`config.mk`:
```
export PLATFORM = sky130hd
export DESIGN_NAME = id_resistor_detect_regs
export DESIGN_NICKNAME = d
export VERILOG_FILES = /design/src/verilog/id_detect_pkg.sv /design/src/verilog/id_conv_timer.sv /design/src/verilog/id_resistor_detect_regs.sv
export SDC_FILE = /design/constraint.sdc
export NUM_CORES = 1
export LEC_CHECK = 0
export BUFFER_PORTS_ARGS = -buffer_cell sky130_fd_sc_hd__buf_4
export CAP_MARGIN = 5
export CELL_PAD_IN_SITES_DETAIL_PLACEMENT = 0
export CELL_PAD_IN_SITES_GLOBAL_PLACEMENT = 1
export CORE_MARGIN = 8
export CORE_UTILIZATION = 45
export DETAILED_ROUTE_END_ITERATION = 7
export PLACE_DENSITY_LB_ADDON = 0.1
export SETUP_SLACK_MARGIN = 0.5
export SYNTH_ARGS = -nofsm -noshare
export SYNTH_HDL_FRONTEND = slang
export SYNTH_HIERARCHICAL = 1
export SYNTH_SLANG_ARGS = --single-unit
```
`constraint.sdc`:
```
create_clock -name ref_clk -period 2.9 [get_ports ref_clk]
set_input_delay 0.58 -clock ref_clk [delete_from_list [all_inputs] [get_ports ref_clk]]
set_output_delay 0.58 -clock ref_clk [all_outputs]
set_load 0.1 [all_outputs]
```
`src/verilog/id_detect_pkg.sv`:
```
package id_detect_pkg;

  // register addresses on the 6-bit ulpi register space
  localparam logic [5:0] ADDR_IRQ_EN_WR = 6'h1D;
  localparam logic [5:0] ADDR_IRQ_EN_SET = 6'h1E;
  localparam logic [5:0] ADDR_IRQ_EN_CLR = 6'h1F;
  localparam logic [5:0] ADDR_CARKIT_STATUS = 6'h20;
  localparam logic [5:0] ADDR_EVENT_LATCH = 6'h21;
  localparam logic [5:0] ADDR_VENDOR_LO = 6'h30;
  localparam logic [5:0] ADDR_VENDOR_HI = 6'h3F;
  localparam logic [5:0] ADDR_TX_AMPLITUDE = 6'h31;
  localparam logic [5:0] ADDR_HEADSET_KEY = 6'h33;
  localparam logic [5:0] ADDR_CONV_WR = 6'h36;
  localparam logic [5:0] ADDR_CONV_SET = 6'h37;
  localparam logic [5:0] ADDR_CONV_CLR = 6'h38;

  // writable bits per register
  localparam logic [7:0] IRQ_EN_MASK = 8'h23;
  localparam logic [7:0] TX_AMPLITUDE_MASK = 8'h60;
  localparam logic [7:0] HEADSET_KEY_MASK = 8'h0F;
  localparam logic [7:0] CONV_CTRL_MASK = 8'h70;

  // field positions
  localparam int IRQ_EN_RISE_BIT = 0;
  localparam int IRQ_EN_FALL_BIT = 1;
  localparam int IRQ_EN_RID_BIT = 5;
  localparam int LATCH_ID_BIT = 0;
  localparam int LATCH_RID_BIT = 3;
  localparam int CONV_TRIGGER_BIT = 4;
  localparam int CONV_IRQ_EN_BIT = 6;
  localparam int BOOST_LSB = 5;

  localparam logic [3:0] HEADSET_UNLOCK_KEY = 4'b1010;
  localparam logic [7:0] REG_RESET = 8'h00;
  localparam logic [2:0] RESULT_RESET = 3'b000;

  // conversion time: 282 us at 125 MHz
  localparam int CLK_MHZ = 125;
  localparam int CONV_TIME_US = 282;
  localparam int CONV_CYCLES = CONV_TIME_US * CLK_MHZ;
  localparam int CONV_CNT_W = 16;

  typedef enum logic [1:0] {
    OP_WRITE = 2'b00,
    OP_SET = 2'b01,
    OP_CLEAR = 2'b10
  } wr_op_t;

  typedef struct packed {
    logic rd;
    logic wr;
    logic [5:0] addr;
    logic [7:0] wdata;
  } reg_req_t;

endpackage

```
`src/verilog/id_conv_timer.sv`:
```
`timescale 1ns/1ns
module id_conv_timer #(
  parameter int CONV_CYCLES = id_detect_pkg::CONV_CYCLES
) (
  // clock and reset
  input wire logic ref_clk,
  input wire logic rst,
  // control
  input wire logic start,
  input wire logic [2:0] code_in,
  // result
  output logic busy,
  output logic done_pulse,
  output logic [2:0] result_r
);

  typedef enum logic [1:0] {
    CONV_IDLE = 2'b01,
    CONV_RUN = 2'b10
  } conv_state_t;

  conv_state_t state_r;
  logic [id_detect_pkg::CONV_CNT_W-1:0] cnt_r;
  localparam logic [id_detect_pkg::CONV_CNT_W-1:0] LAST_CNT =
    id_detect_pkg::CONV_CNT_W'(CONV_CYCLES - 1);

  assign busy = (state_r == CONV_RUN);

  always_ff @(posedge ref_clk or posedge rst)
  begin
    if (rst)
    begin
      state_r <= CONV_IDLE;
      cnt_r <= '0;
    end
    else
    begin
      unique case (state_r)
        CONV_IDLE:
        begin
          cnt_r <= '0;
          if (start)
            state_r <= CONV_RUN;
        end
        CONV_RUN:
        begin
          cnt_r <= cnt_r + 1'b1;
          if (cnt_r == LAST_CNT)
            state_r <= CONV_IDLE;
        end
        default: state_r <= CONV_IDLE;
      endcase
    end
  end

  // the analogue code is sampled only at the end of the conversion window
  always_ff @(posedge ref_clk or posedge rst)
  begin
    if (rst)
    begin
      done_pulse <= 1'b0;
      result_r <= id_detect_pkg::RESULT_RESET;
    end
    else
    begin
      done_pulse <= busy && (cnt_r == LAST_CNT);
      if (busy && (cnt_r == LAST_CNT))
        result_r <= code_in;
    end
  end

  conv_length_a: assert property (@(posedge ref_clk) disable iff (rst)
    $rose(busy) |-> busy [*8])
    else $error("conversion ended too early");

endmodule

```
`src/verilog/id_resistor_detect_regs.sv`:
```
`timescale 1ns/1ns
module id_resistor_detect_regs #(
  parameter int CONV_CYCLES = id_detect_pkg::CONV_CYCLES
) (
  // clock and reset
  input wire logic ref_clk,
  input wire logic rst,
  // ulpi register access, decoded by the link front end
  input wire id_detect_pkg::reg_req_t req,
  output logic [7:0] rdata_r,
  output logic rvalid_r,
  // analogue side
  input wire logic id_floating,
  input wire logic [2:0] adc_code,
  // controls and status toward the phy
  output logic [1:0] tx_boost_sel,
  output logic headset_audio_en,
  output logic conv_busy,
  output logic alt_int_r
);

  logic [7:0] irq_en_r;
  logic [7:0] latch_r;
  logic [7:0] boost_r;
  logic [7:0] headset_r;
  logic [7:0] conv_r;
  logic [7:0] conv_nxt;
  logic done_r;
  logic id_prev_r;
  logic conv_done;
  logic [2:0] result_code;
  logic rd_latch;
  logic rd_conv;
  logic rid_en;
  logic id_event;
  logic rid_event;
  logic start_conv;

  function automatic logic [7:0] apply_op(
    input logic [7:0] old_v,
    input logic [7:0] data,
    input logic [7:0] mask,
    input id_detect_pkg::wr_op_t op
  );
    logic [7:0] r;
    r = old_v;
    unique case (op)
      id_detect_pkg::OP_WRITE: r = data & mask;
      id_detect_pkg::OP_SET: r = (old_v | data) & mask;
      id_detect_pkg::OP_CLEAR: r = old_v & ~data & mask;
      default: r = old_v;
    endcase
    return r;
  endfunction

  function automatic logic in_range(
    input logic [5:0] a,
    input logic [5:0] lo,
    input logic [5:0] hi
  );
    return (a >= lo) && (a <= hi);
  endfunction

  assign rd_latch = req.rd && (req.addr == id_detect_pkg::ADDR_EVENT_LATCH);
  assign rd_conv = req.rd &&
    in_range(req.addr, id_detect_pkg::ADDR_CONV_WR, id_detect_pkg::ADDR_CONV_CLR);
  assign rid_en = irq_en_r[id_detect_pkg::IRQ_EN_RID_BIT] |
    conv_r[id_detect_pkg::CONV_IRQ_EN_BIT];
  // pull-up is the link's job; floating level is trusted as given
  assign id_event = (id_floating && !id_prev_r && irq_en_r[id_detect_pkg::IRQ_EN_RISE_BIT]) ||
    (!id_floating && id_prev_r && irq_en_r[id_detect_pkg::IRQ_EN_FALL_BIT]);
  assign rid_event = conv_done && !done_r && rid_en;

  // carkit interrupt enable, write/set/clear at three addresses
  always_ff @(posedge ref_clk or posedge rst)
  begin
    if (rst)
      irq_en_r <= id_detect_pkg::REG_RESET;
    else if (req.wr)
    begin
      unique case (req.addr)
        id_detect_pkg::ADDR_IRQ_EN_WR:
          irq_en_r <= apply_op(irq_en_r, req.wdata, id_detect_pkg::IRQ_EN_MASK,
            id_detect_pkg::OP_WRITE);
        id_detect_pkg::ADDR_IRQ_EN_SET:
          irq_en_r <= apply_op(irq_en_r, req.wdata, id_detect_pkg::IRQ_EN_MASK,
            id_detect_pkg::OP_SET);
        id_detect_pkg::ADDR_IRQ_EN_CLR:
          irq_en_r <= apply_op(irq_en_r, req.wdata, id_detect_pkg::IRQ_EN_MASK,
            id_detect_pkg::OP_CLEAR);
        default: irq_en_r <= irq_en_r;
      endcase
    end
  end

  // vendor read/write registers, reserved bits masked off
  always_ff @(posedge ref_clk or posedge rst)
  begin
    if (rst)
    begin
      boost_r <= id_detect_pkg::REG_RESET;
      headset_r <= id_detect_pkg::REG_RESET;
    end
    else if (req.wr)
    begin
      if (req.addr == id_detect_pkg::ADDR_TX_AMPLITUDE)
        boost_r <= req.wdata & id_detect_pkg::TX_AMPLITUDE_MASK;
      if (req.addr == id_detect_pkg::ADDR_HEADSET_KEY)
        headset_r <= req.wdata & id_detect_pkg::HEADSET_KEY_MASK;
    end
  end

  assign tx_boost_sel = boost_r[id_detect_pkg::BOOST_LSB +: 2];
  assign headset_audio_en = (headset_r[3:0] == id_detect_pkg::HEADSET_UNLOCK_KEY);

  always_comb
  begin
    conv_nxt = conv_r;
    if (req.wr)
    begin
      unique case (req.addr)
        id_detect_pkg::ADDR_CONV_WR:
          conv_nxt = apply_op(conv_r, req.wdata, id_detect_pkg::CONV_CTRL_MASK,
            id_detect_pkg::OP_WRITE);
        id_detect_pkg::ADDR_CONV_SET:
          conv_nxt = apply_op(conv_r, req.wdata, id_detect_pkg::CONV_CTRL_MASK,
            id_detect_pkg::OP_SET);
        id_detect_pkg::ADDR_CONV_CLR:
          conv_nxt = apply_op(conv_r, req.wdata, id_detect_pkg::CONV_CTRL_MASK,
            id_detect_pkg::OP_CLEAR);
        default: conv_nxt = conv_r;
      endcase
    end
    // completion wins over a same-cycle write of the trigger
    if (conv_done)
      conv_nxt[id_detect_pkg::CONV_TRIGGER_BIT] = 1'b0;
  end

  // a clear of the trigger does not abort a running conversion
  assign start_conv = !conv_r[id_detect_pkg::CONV_TRIGGER_BIT] &&
    conv_nxt[id_detect_pkg::CONV_TRIGGER_BIT] && !conv_busy;

  always_ff @(posedge ref_clk or posedge rst)
  begin
    if (rst)
      conv_r <= id_detect_pkg::REG_RESET;
    else
      conv_r <= conv_nxt;
  end

  id_conv_timer #(
    .CONV_CYCLES(CONV_CYCLES)
  ) u_timer (
    .ref_clk(ref_clk),
    .rst(rst),
    .start(start_conv),
    .code_in(adc_code),
    .busy(conv_busy),
    .done_pulse(conv_done),
    .result_r(result_code)
  );

  // completion flag: set wins over the read-clear; status read leaves it alone
  always_ff @(posedge ref_clk or posedge rst)
  begin
    if (rst)
      done_r <= 1'b0;
    else if (conv_done)
      done_r <= 1'b1;
    else if (rd_conv)
      done_r <= 1'b0;
  end

  // event latch: bits returned by a read are cleared, new events still land
  always_ff @(posedge ref_clk or posedge rst)
  begin
    if (rst)
    begin
      latch_r <= id_detect_pkg::REG_RESET;
      id_prev_r <= 1'b0;
    end
    else
    begin
      id_prev_r <= id_floating;
      if (rd_latch)
        latch_r <= id_detect_pkg::REG_RESET;
      if (id_event)
        latch_r[id_detect_pkg::LATCH_ID_BIT] <= 1'b1;
      if (rid_event)
        latch_r[id_detect_pkg::LATCH_RID_BIT] <= 1'b1;
    end
  end

  // one-cycle request for alt_int in the next rx command
  always_ff @(posedge ref_clk or posedge rst)
  begin
    if (rst)
      alt_int_r <= 1'b0;
    else
      alt_int_r <= id_event || rid_event;
  end

  // read data, one cycle after the request; unmapped reads return zero
  always_ff @(posedge ref_clk or posedge rst)
  begin
    if (rst)
    begin
      rdata_r <= id_detect_pkg::REG_RESET;
      rvalid_r <= 1'b0;
    end
    else
    begin
      rvalid_r <= req.rd;
      rdata_r <= id_detect_pkg::REG_RESET;
      if (req.rd)
      begin
        if (in_range(req.addr, id_detect_pkg::ADDR_IRQ_EN_WR, id_detect_pkg::ADDR_IRQ_EN_CLR))
          rdata_r <= irq_en_r;
        else if (req.addr == id_detect_pkg::ADDR_CARKIT_STATUS)
          rdata_r <= {1'b0, done_r, result_code, 2'b00, id_floating};
        else if (rd_latch)
          rdata_r <= {4'h0, latch_r[3], 2'b00, latch_r[0]};
        else if (req.addr == id_detect_pkg::ADDR_TX_AMPLITUDE)
          rdata_r <= boost_r;
        else if (req.addr == id_detect_pkg::ADDR_HEADSET_KEY)
          rdata_r <= headset_r;
        else if (rd_conv)
          rdata_r <= {1'b0, conv_r[6:4], done_r, result_code};
      end
    end
  end

  latch_clear_a: assert property (@(posedge ref_clk) disable iff (rst)
    rd_latch && !id_event && !rid_event |=> latch_r == 8'h00)
    else $error("latch not cleared by read");

  latch_reserved_a: assert property (@(posedge ref_clk) disable iff (rst)
    rd_latch |=> (rdata_r[7:4] == 4'h0) && (rdata_r[2:1] == 2'b00))
    else $error("reserved latch bits not zero");

  id_event_a: assert property (@(posedge ref_clk) disable iff (rst)
    $rose(id_floating) && irq_en_r[0] |=> latch_r[0] && alt_int_r)
    else $error("id open rise not latched");

  id_fall_a: assert property (@(posedge ref_clk) disable iff (rst)
    $fell(id_floating) && irq_en_r[id_detect_pkg::IRQ_EN_FALL_BIT]
      |=> latch_r[id_detect_pkg::LATCH_ID_BIT] && alt_int_r)
    else $error("id open fall not latched");

  rid_event_a: assert property (@(posedge ref_clk) disable iff (rst)
    conv_done && !done_r && rid_en |=> latch_r[3] && alt_int_r)
    else $error("measure event not latched");

  boost_write_a: assert property (@(posedge ref_clk) disable iff (rst)
    req.wr && req.addr == 6'h31 |=> tx_boost_sel == $past(req.wdata[6:5]) && boost_r[4:0] == 5'h0)
    else $error("boost field not taken");

  headset_key_a: assert property (@(posedge ref_clk) disable iff (rst)
    req.wr && req.addr == 6'h33 && req.wdata[3:0] != 4'b1010 |=> !headset_audio_en)
    else $error("headset enabled without key");

  done_clear_a: assert property (@(posedge ref_clk) disable iff (rst)
    rd_conv && !conv_done |=> !done_r)
    else $error("complete not cleared by vendor read");

  status_keep_a: assert property (@(posedge ref_clk) disable iff (rst)
    req.rd && req.addr == 6'h20 && done_r |=> done_r)
    else $error("status read cleared complete");

  trigger_done_a: assert property (@(posedge ref_clk) disable iff (rst)
    conv_done |=> !conv_r[4] && done_r)
    else $error("trigger not self-cleared");

endmodule
```
# Word level (Yosys, flattened, before mapping)
# Cells that the tools add are included.
# word_totals
ff_bits	57
elab_cells	94
in_bits	22
# classes
n_lt_le_gt_ge	4
n_mux	20
n_eq_ne	16
n_bitwise	6
n_addsub	1
reduce_logical	31
# ops
operator	count
$eq A6 B6 Y1 const B	7
$mux W7	5
$pmux W16 S2	1
$pmux W8 S3	1
$pmux W7 S3	1
$eq A6 B5 Y1 const B	3
$add A16 B1 Y16 const B	1
$eq A16 B16 Y1 const B	1
$mux W8	2
$logic_and A1 B1 Y1	13
$reduce_and A2 Y1	5
$reduce_bool A2 Y1	4
$and A7 B7 Y7	1
$not A7 Y7	1
$or A7 B7 Y7	1
$and A6 B6 Y6	1
$ge A6 B5 Y1 const B	1
$ge A6 B6 Y1 const B	1
$le A6 B5 Y1 const B	1
$le A6 B6 Y1 const B	1
$or A6 B6 Y6	1
$reduce_bool A3 Y1	2
$logic_not A1 Y1	5
$mux W1	5
11 further kinds	13

# Logic depth before layout (Yosys ltp)
# depth
word_depth	10
ltp_mapped	7

# Hierarchy
# Netlist, hierarchy kept.
# modules_own_cells
mod	seq_area_each_um2	instances	area_each_um2	cells_per_inst
id_resistor_detect_regs	625.6	1	1438.9	131
id_conv_timer	551.8	1	1142.3	113

# Worst setup path before layout
# No wires, ideal clock.
# synth_path
path_kind	reg-to-output
start	register headset_r[0]
end	output headset_audio_en
path_stages_with_launch	2
arrival_ns	3.284
slack_ns	-0.964
cell_sequence	dfrtp_1 nor4bb_1
# synth_via
elab_chain_len	1
# synth_lines
item	line_no	rtl
start, declared	id_resistor_detect_regs.sv:25	logic [7:0] headset_r;
start signal, assigned	id_resistor_detect_regs.sv:102	headset_r <= id_detect_pkg::REG_RESET;
start signal, assigned	id_resistor_detect_regs.sv:109	headset_r <= req.wdata & id_detect_pkg::HEADSET_KEY_MASK;
$eq A4 B4 Y1	id_resistor_detect_regs.sv:114	assign headset_audio_en = (headset_r[3:0] == id_detect_pkg::HEADSET_UNLOCK_KEY);
end, declared	id_resistor_detect_regs.sv:17	output logic headset_audio_en,
# Every way passes these cells.

# Final worst setup path
# layout_path
start	register u_timer.state_r[0]
end	register u_timer/cnt_r[15] in the netlist's numbering
# layout_via
elab_chain_len	2
# layout_lines
item	line_no	rtl
start, declared	id_conv_timer.sv:22	conv_state_t state_r;
start signal, assigned	id_conv_timer.sv:33	state_r <= CONV_IDLE;
start signal, assigned	id_conv_timer.sv:43	state_r <= CONV_RUN;
start signal, assigned	id_conv_timer.sv:49	state_r <= CONV_IDLE;
$eq A2 B2 Y1 / $eq A2 B1 Y1 (equally long branches)	id_conv_timer.sv:38	unique case (state_r)
$pmux W16 S2 / $reduce_bool A2 Y1 (equally long branches)	n/a	
end signal, assigned	id_conv_timer.sv:47	cnt_r <= cnt_r + 1'b1;
end, declared	id_conv_timer.sv:23	logic [id_detect_pkg::CONV_CNT_W-1:0] cnt_r;
# Several ways; a longest one is shown, not always the timed one.
# A chain may end at the register's enable or synchronous reset.

==> summary.md <==
| Metric | Value |
|---|---|
| Gr usage total | 0.144 |
| Crit Path Category | reg2reg |
| R2R cell count | 6 |
| Worst slew pin tran | 0.940 ns |
| Global-route wire length before repair | 9.95 mm |
| N_diodes | 0 |
| Final worst-path cycle share | 0.768 |
| Pre-antenna DRT Iters | 4 |
| Initial Utilization | 0.466 |
| CP Capture Type | flop |
| EDFF count, synth | 0 |
| Max-cap violation count | 0 |
| Grt ovf | 0 |
| Reg2reg start | u_timer/state_r[0] |
| Max Slew Vio Count | 0 |
| Num ports | 36 |
| Cell count after synthesis | around 240 |
| Die H | just over 90 microns |
| Syn_nets | 270 |
| Post-Syn Area | approximately 2600 sq um |
| Post-DR vias/cell | 5.86 |
| Htree depth | 2 |
| Async set or reset register ratio after synthesis | 1.00 |
| Drt drc | 0 |
| Synthesized flop and latch total | 47 |
| PwrDens | between 400 and 500 nW/um^2 |
| HP Class | in2reg |
| Reg2Reg Setup Slack | between 0.6 and 0.7 ns |
| CP startpoint | u_timer/state_r[0] |
| Share of layout cells above drive strength 1 | 0.255 |
| Yosys Warn Count | 6 |
| Worst slew margin | 0.372 |
| CP Launch Type | flop |
| Sequential area share after synthesis | 0.456 |
| CP required | 3.14 ns |
| Worst R2R End | u_timer/cnt_r[15] |
| Cells on Worst Hold Path | 1 |
| HP Start | id_floating |
| Clk_lat worst skew | roughly 0.3 ns |
| Number of nets in the layout | about 300 |
| Routed wire length | a little under 6 mm |
| DR WL/cell | between 15 and 20 microns |
| Root Buffer | clkbuf_8 |
| Arrival @ worst endpoint | 2.47 ns |
| Row cnt | 27 |
| Inserted Clock Buffers | 5 |
| Die X | 91.7 microns |
| Syn Area/Cell | between 10 and 15 sq um |
| Hold path endpoint | id_prev_r |
| Yosys cell types | slightly below 60 |
| Routed vias | between 2k and 2.5k |
| Final min period | about 2.2 ns |
| Final setup vio count | 0 |
| P_leak | between 1 and 1.5 nW |
| Core area | around 5500 sq um |
| Buffer depth of the longest clock path | 2 |
| VDD IR max | approximately 0.19 mV |
| Vias in the first global route | roughly 2.1k |
| DP Area | approximately 2900 sq um |
| Hold-fix buffers, CTS | 0 |
| Final HPWL from detailed placement | between 4 and 5 mm |
| Clk slew on worst S/H paths | ~0.090 ns |
| Final hold violations | 0 |
| Synth-to-layout area growth | 14.6% |
| Largest net degree at the start of global routing | 26 |
| Clk_skew | 0.00927 ns |
| Status | complete, no violations |
| Max frequency | between 0.4 and 0.5 GHz |
| Total negative slack | 0 ns |
| Number of DRC markers in iteration 0 | 80 |
| Hold Slack | approximately 0.40 ns |
| Crit-path max FO | 11 |
| Clock Sinks | 47 |
| CTS tree | built |
| RSZ-0062 raised after global routing | no |
| RD Place Congestion | 0.790 |
| Die ar. | about 8400 sq um |
| # port buffers | 33 |
| Total power | between 0.001 and 0.0015 W |
| Antenna violations before repair | 0 |
| Final Cell Area | about 3000 sq um |
| Ys flop type | dfrtp_1 |
| Antenna Nets Post-Route | 0 |
[synth_stat cells (all sizes together), types with 4 or more instances]
master	count	share of area
clkbuf	4	0.0058
inv	14	0.020
nand4	5	0.012
nor4	4	0.0097
o211ai	8	0.023
dfrtp	46	0.45
buf	8	0.021
o21ai	13	0.025
o2111ai	8	0.027
o31ai	6	0.017
a21o	4	0.012
nor2	10	0.015
or3	5	0.014
nand3	13	0.030
nand2b	4	0.0097
nor4b	4	0.022
a21oi	6	0.012
xnor2	5	0.017
mux2	12	0.054
nand2	10	0.015
ha	4	0.019
[per-stage QoR]
step / cells / util / setup slack, ns
after floorplan: 244 / - / 0.620
after global placement: 338 / 0.519 / 0.612
after detailed placement: 338 / 0.519 / 0.574
after CTS: 346 / 0.534 / 0.569
after global routing: 346 / 0.534 / 0.611
final: 346 / 0.534 / 0.672
[cells by family (layout without fill, tap and decap cells)]
kind of cell | count (synthesis) | in the layout | share of synthesized area
AND/OR/NAND/NOR | 83 | 83 | 0.213
multiplexers | 12 | 12 | 0.0538
other | 1 | 1 | 0.00145
AO/OA/AOI/OAI | 66 | 66 | 0.192
XOR/XNOR | 5 | 5 | 0.0170
adder cells (fa/ha/maj) | 4 | 4 | 0.0194
buffers and inverters | 26 | 56 | 0.0470
flip-flops | 47 | 47 | 0.456
[area by class of cell]
cell class              count  area (sq um)
fillers                   535          2580
multi-input cells         171          1300
flip-flops and latches     47          1180
repair buffers             34           255
well taps                  72          90.1
clock buffers               5          68.8
inverters                  14          52.6
clock inverters             3          15.0
[metal layers]
layer / part of all wire / global-route usage / vias up
met3: 0.058 / 0.0432 / 7
met4: 0.011 / 0.0456 / 0
met5: 0 / 0 / -
met2: 0.51 / 0.261 / 52
met1: 0.43 / 0.157 / 984
li1: - / - / 984
[worst max path at each step]
stage,end,slack (ns),depth (start not counted)
final,u_timer/cnt_r[15],0.67,6
after global routing,u_timer/cnt_r[15],0.61,6
after CTS,u_timer/cnt_r[15],0.57,6
after detailed placement,u_timer/cnt_r[15],0.57,6
after global placement,u_timer/cnt_r[15],0.61,6
after floorplan,u_timer/state_r[0],0.62,6
[worst max-delay path, stage by stage (launching register included)]
cell and delay (ns):
dfstp_2 0.55, inv_1 0.05, ha_2 0.35, nand3b_1 0.22, or3_4 0.38, or4_1 0.47
a21oi_1 0.15
[timing repair]
action,4_1_cts,5_1_grt
gates resized for setup,0,1
endpoints found under the setup margin,0,1
hold endpoints to repair,0,0
setup buffers,0,0
[cell usage in the layout, fill, tap and decap left out, types with 8 or more instances in the layout]
| master | n |
|---|---|
| mux2_2 | 11 |
| o211ai_1 | 8 |
| o2111ai_1 | 8 |
| nor2_1 | 10 |
| nand3_1 | 12 |
| o21ai_0 | 13 |
| dfrtp_1 | 46 |
| buf_4 | 34 |
| inv_1 | 14 |
| nand2_1 | 10 |
[registers in the layout, summed over array words and instances (netlist names), 2 cells and up]
name / flops
u_timer/state_r: 2
boost_r: 2
latch_r: 2
u_timer/cnt_r: 16
irq_en_r: 3
rdata_r: 7
u_timer/result_r: 3
headset_r: 4
conv_r: 3
[power breakdown]
group	switching (W)	internal, W
clock network	0.000219	0.000165
logic	0.000137	0.0000758
registers	0.0000331	0.000695
total	0.000390	0.000937
Note: power is estimated with default switching activity, not from simulation.
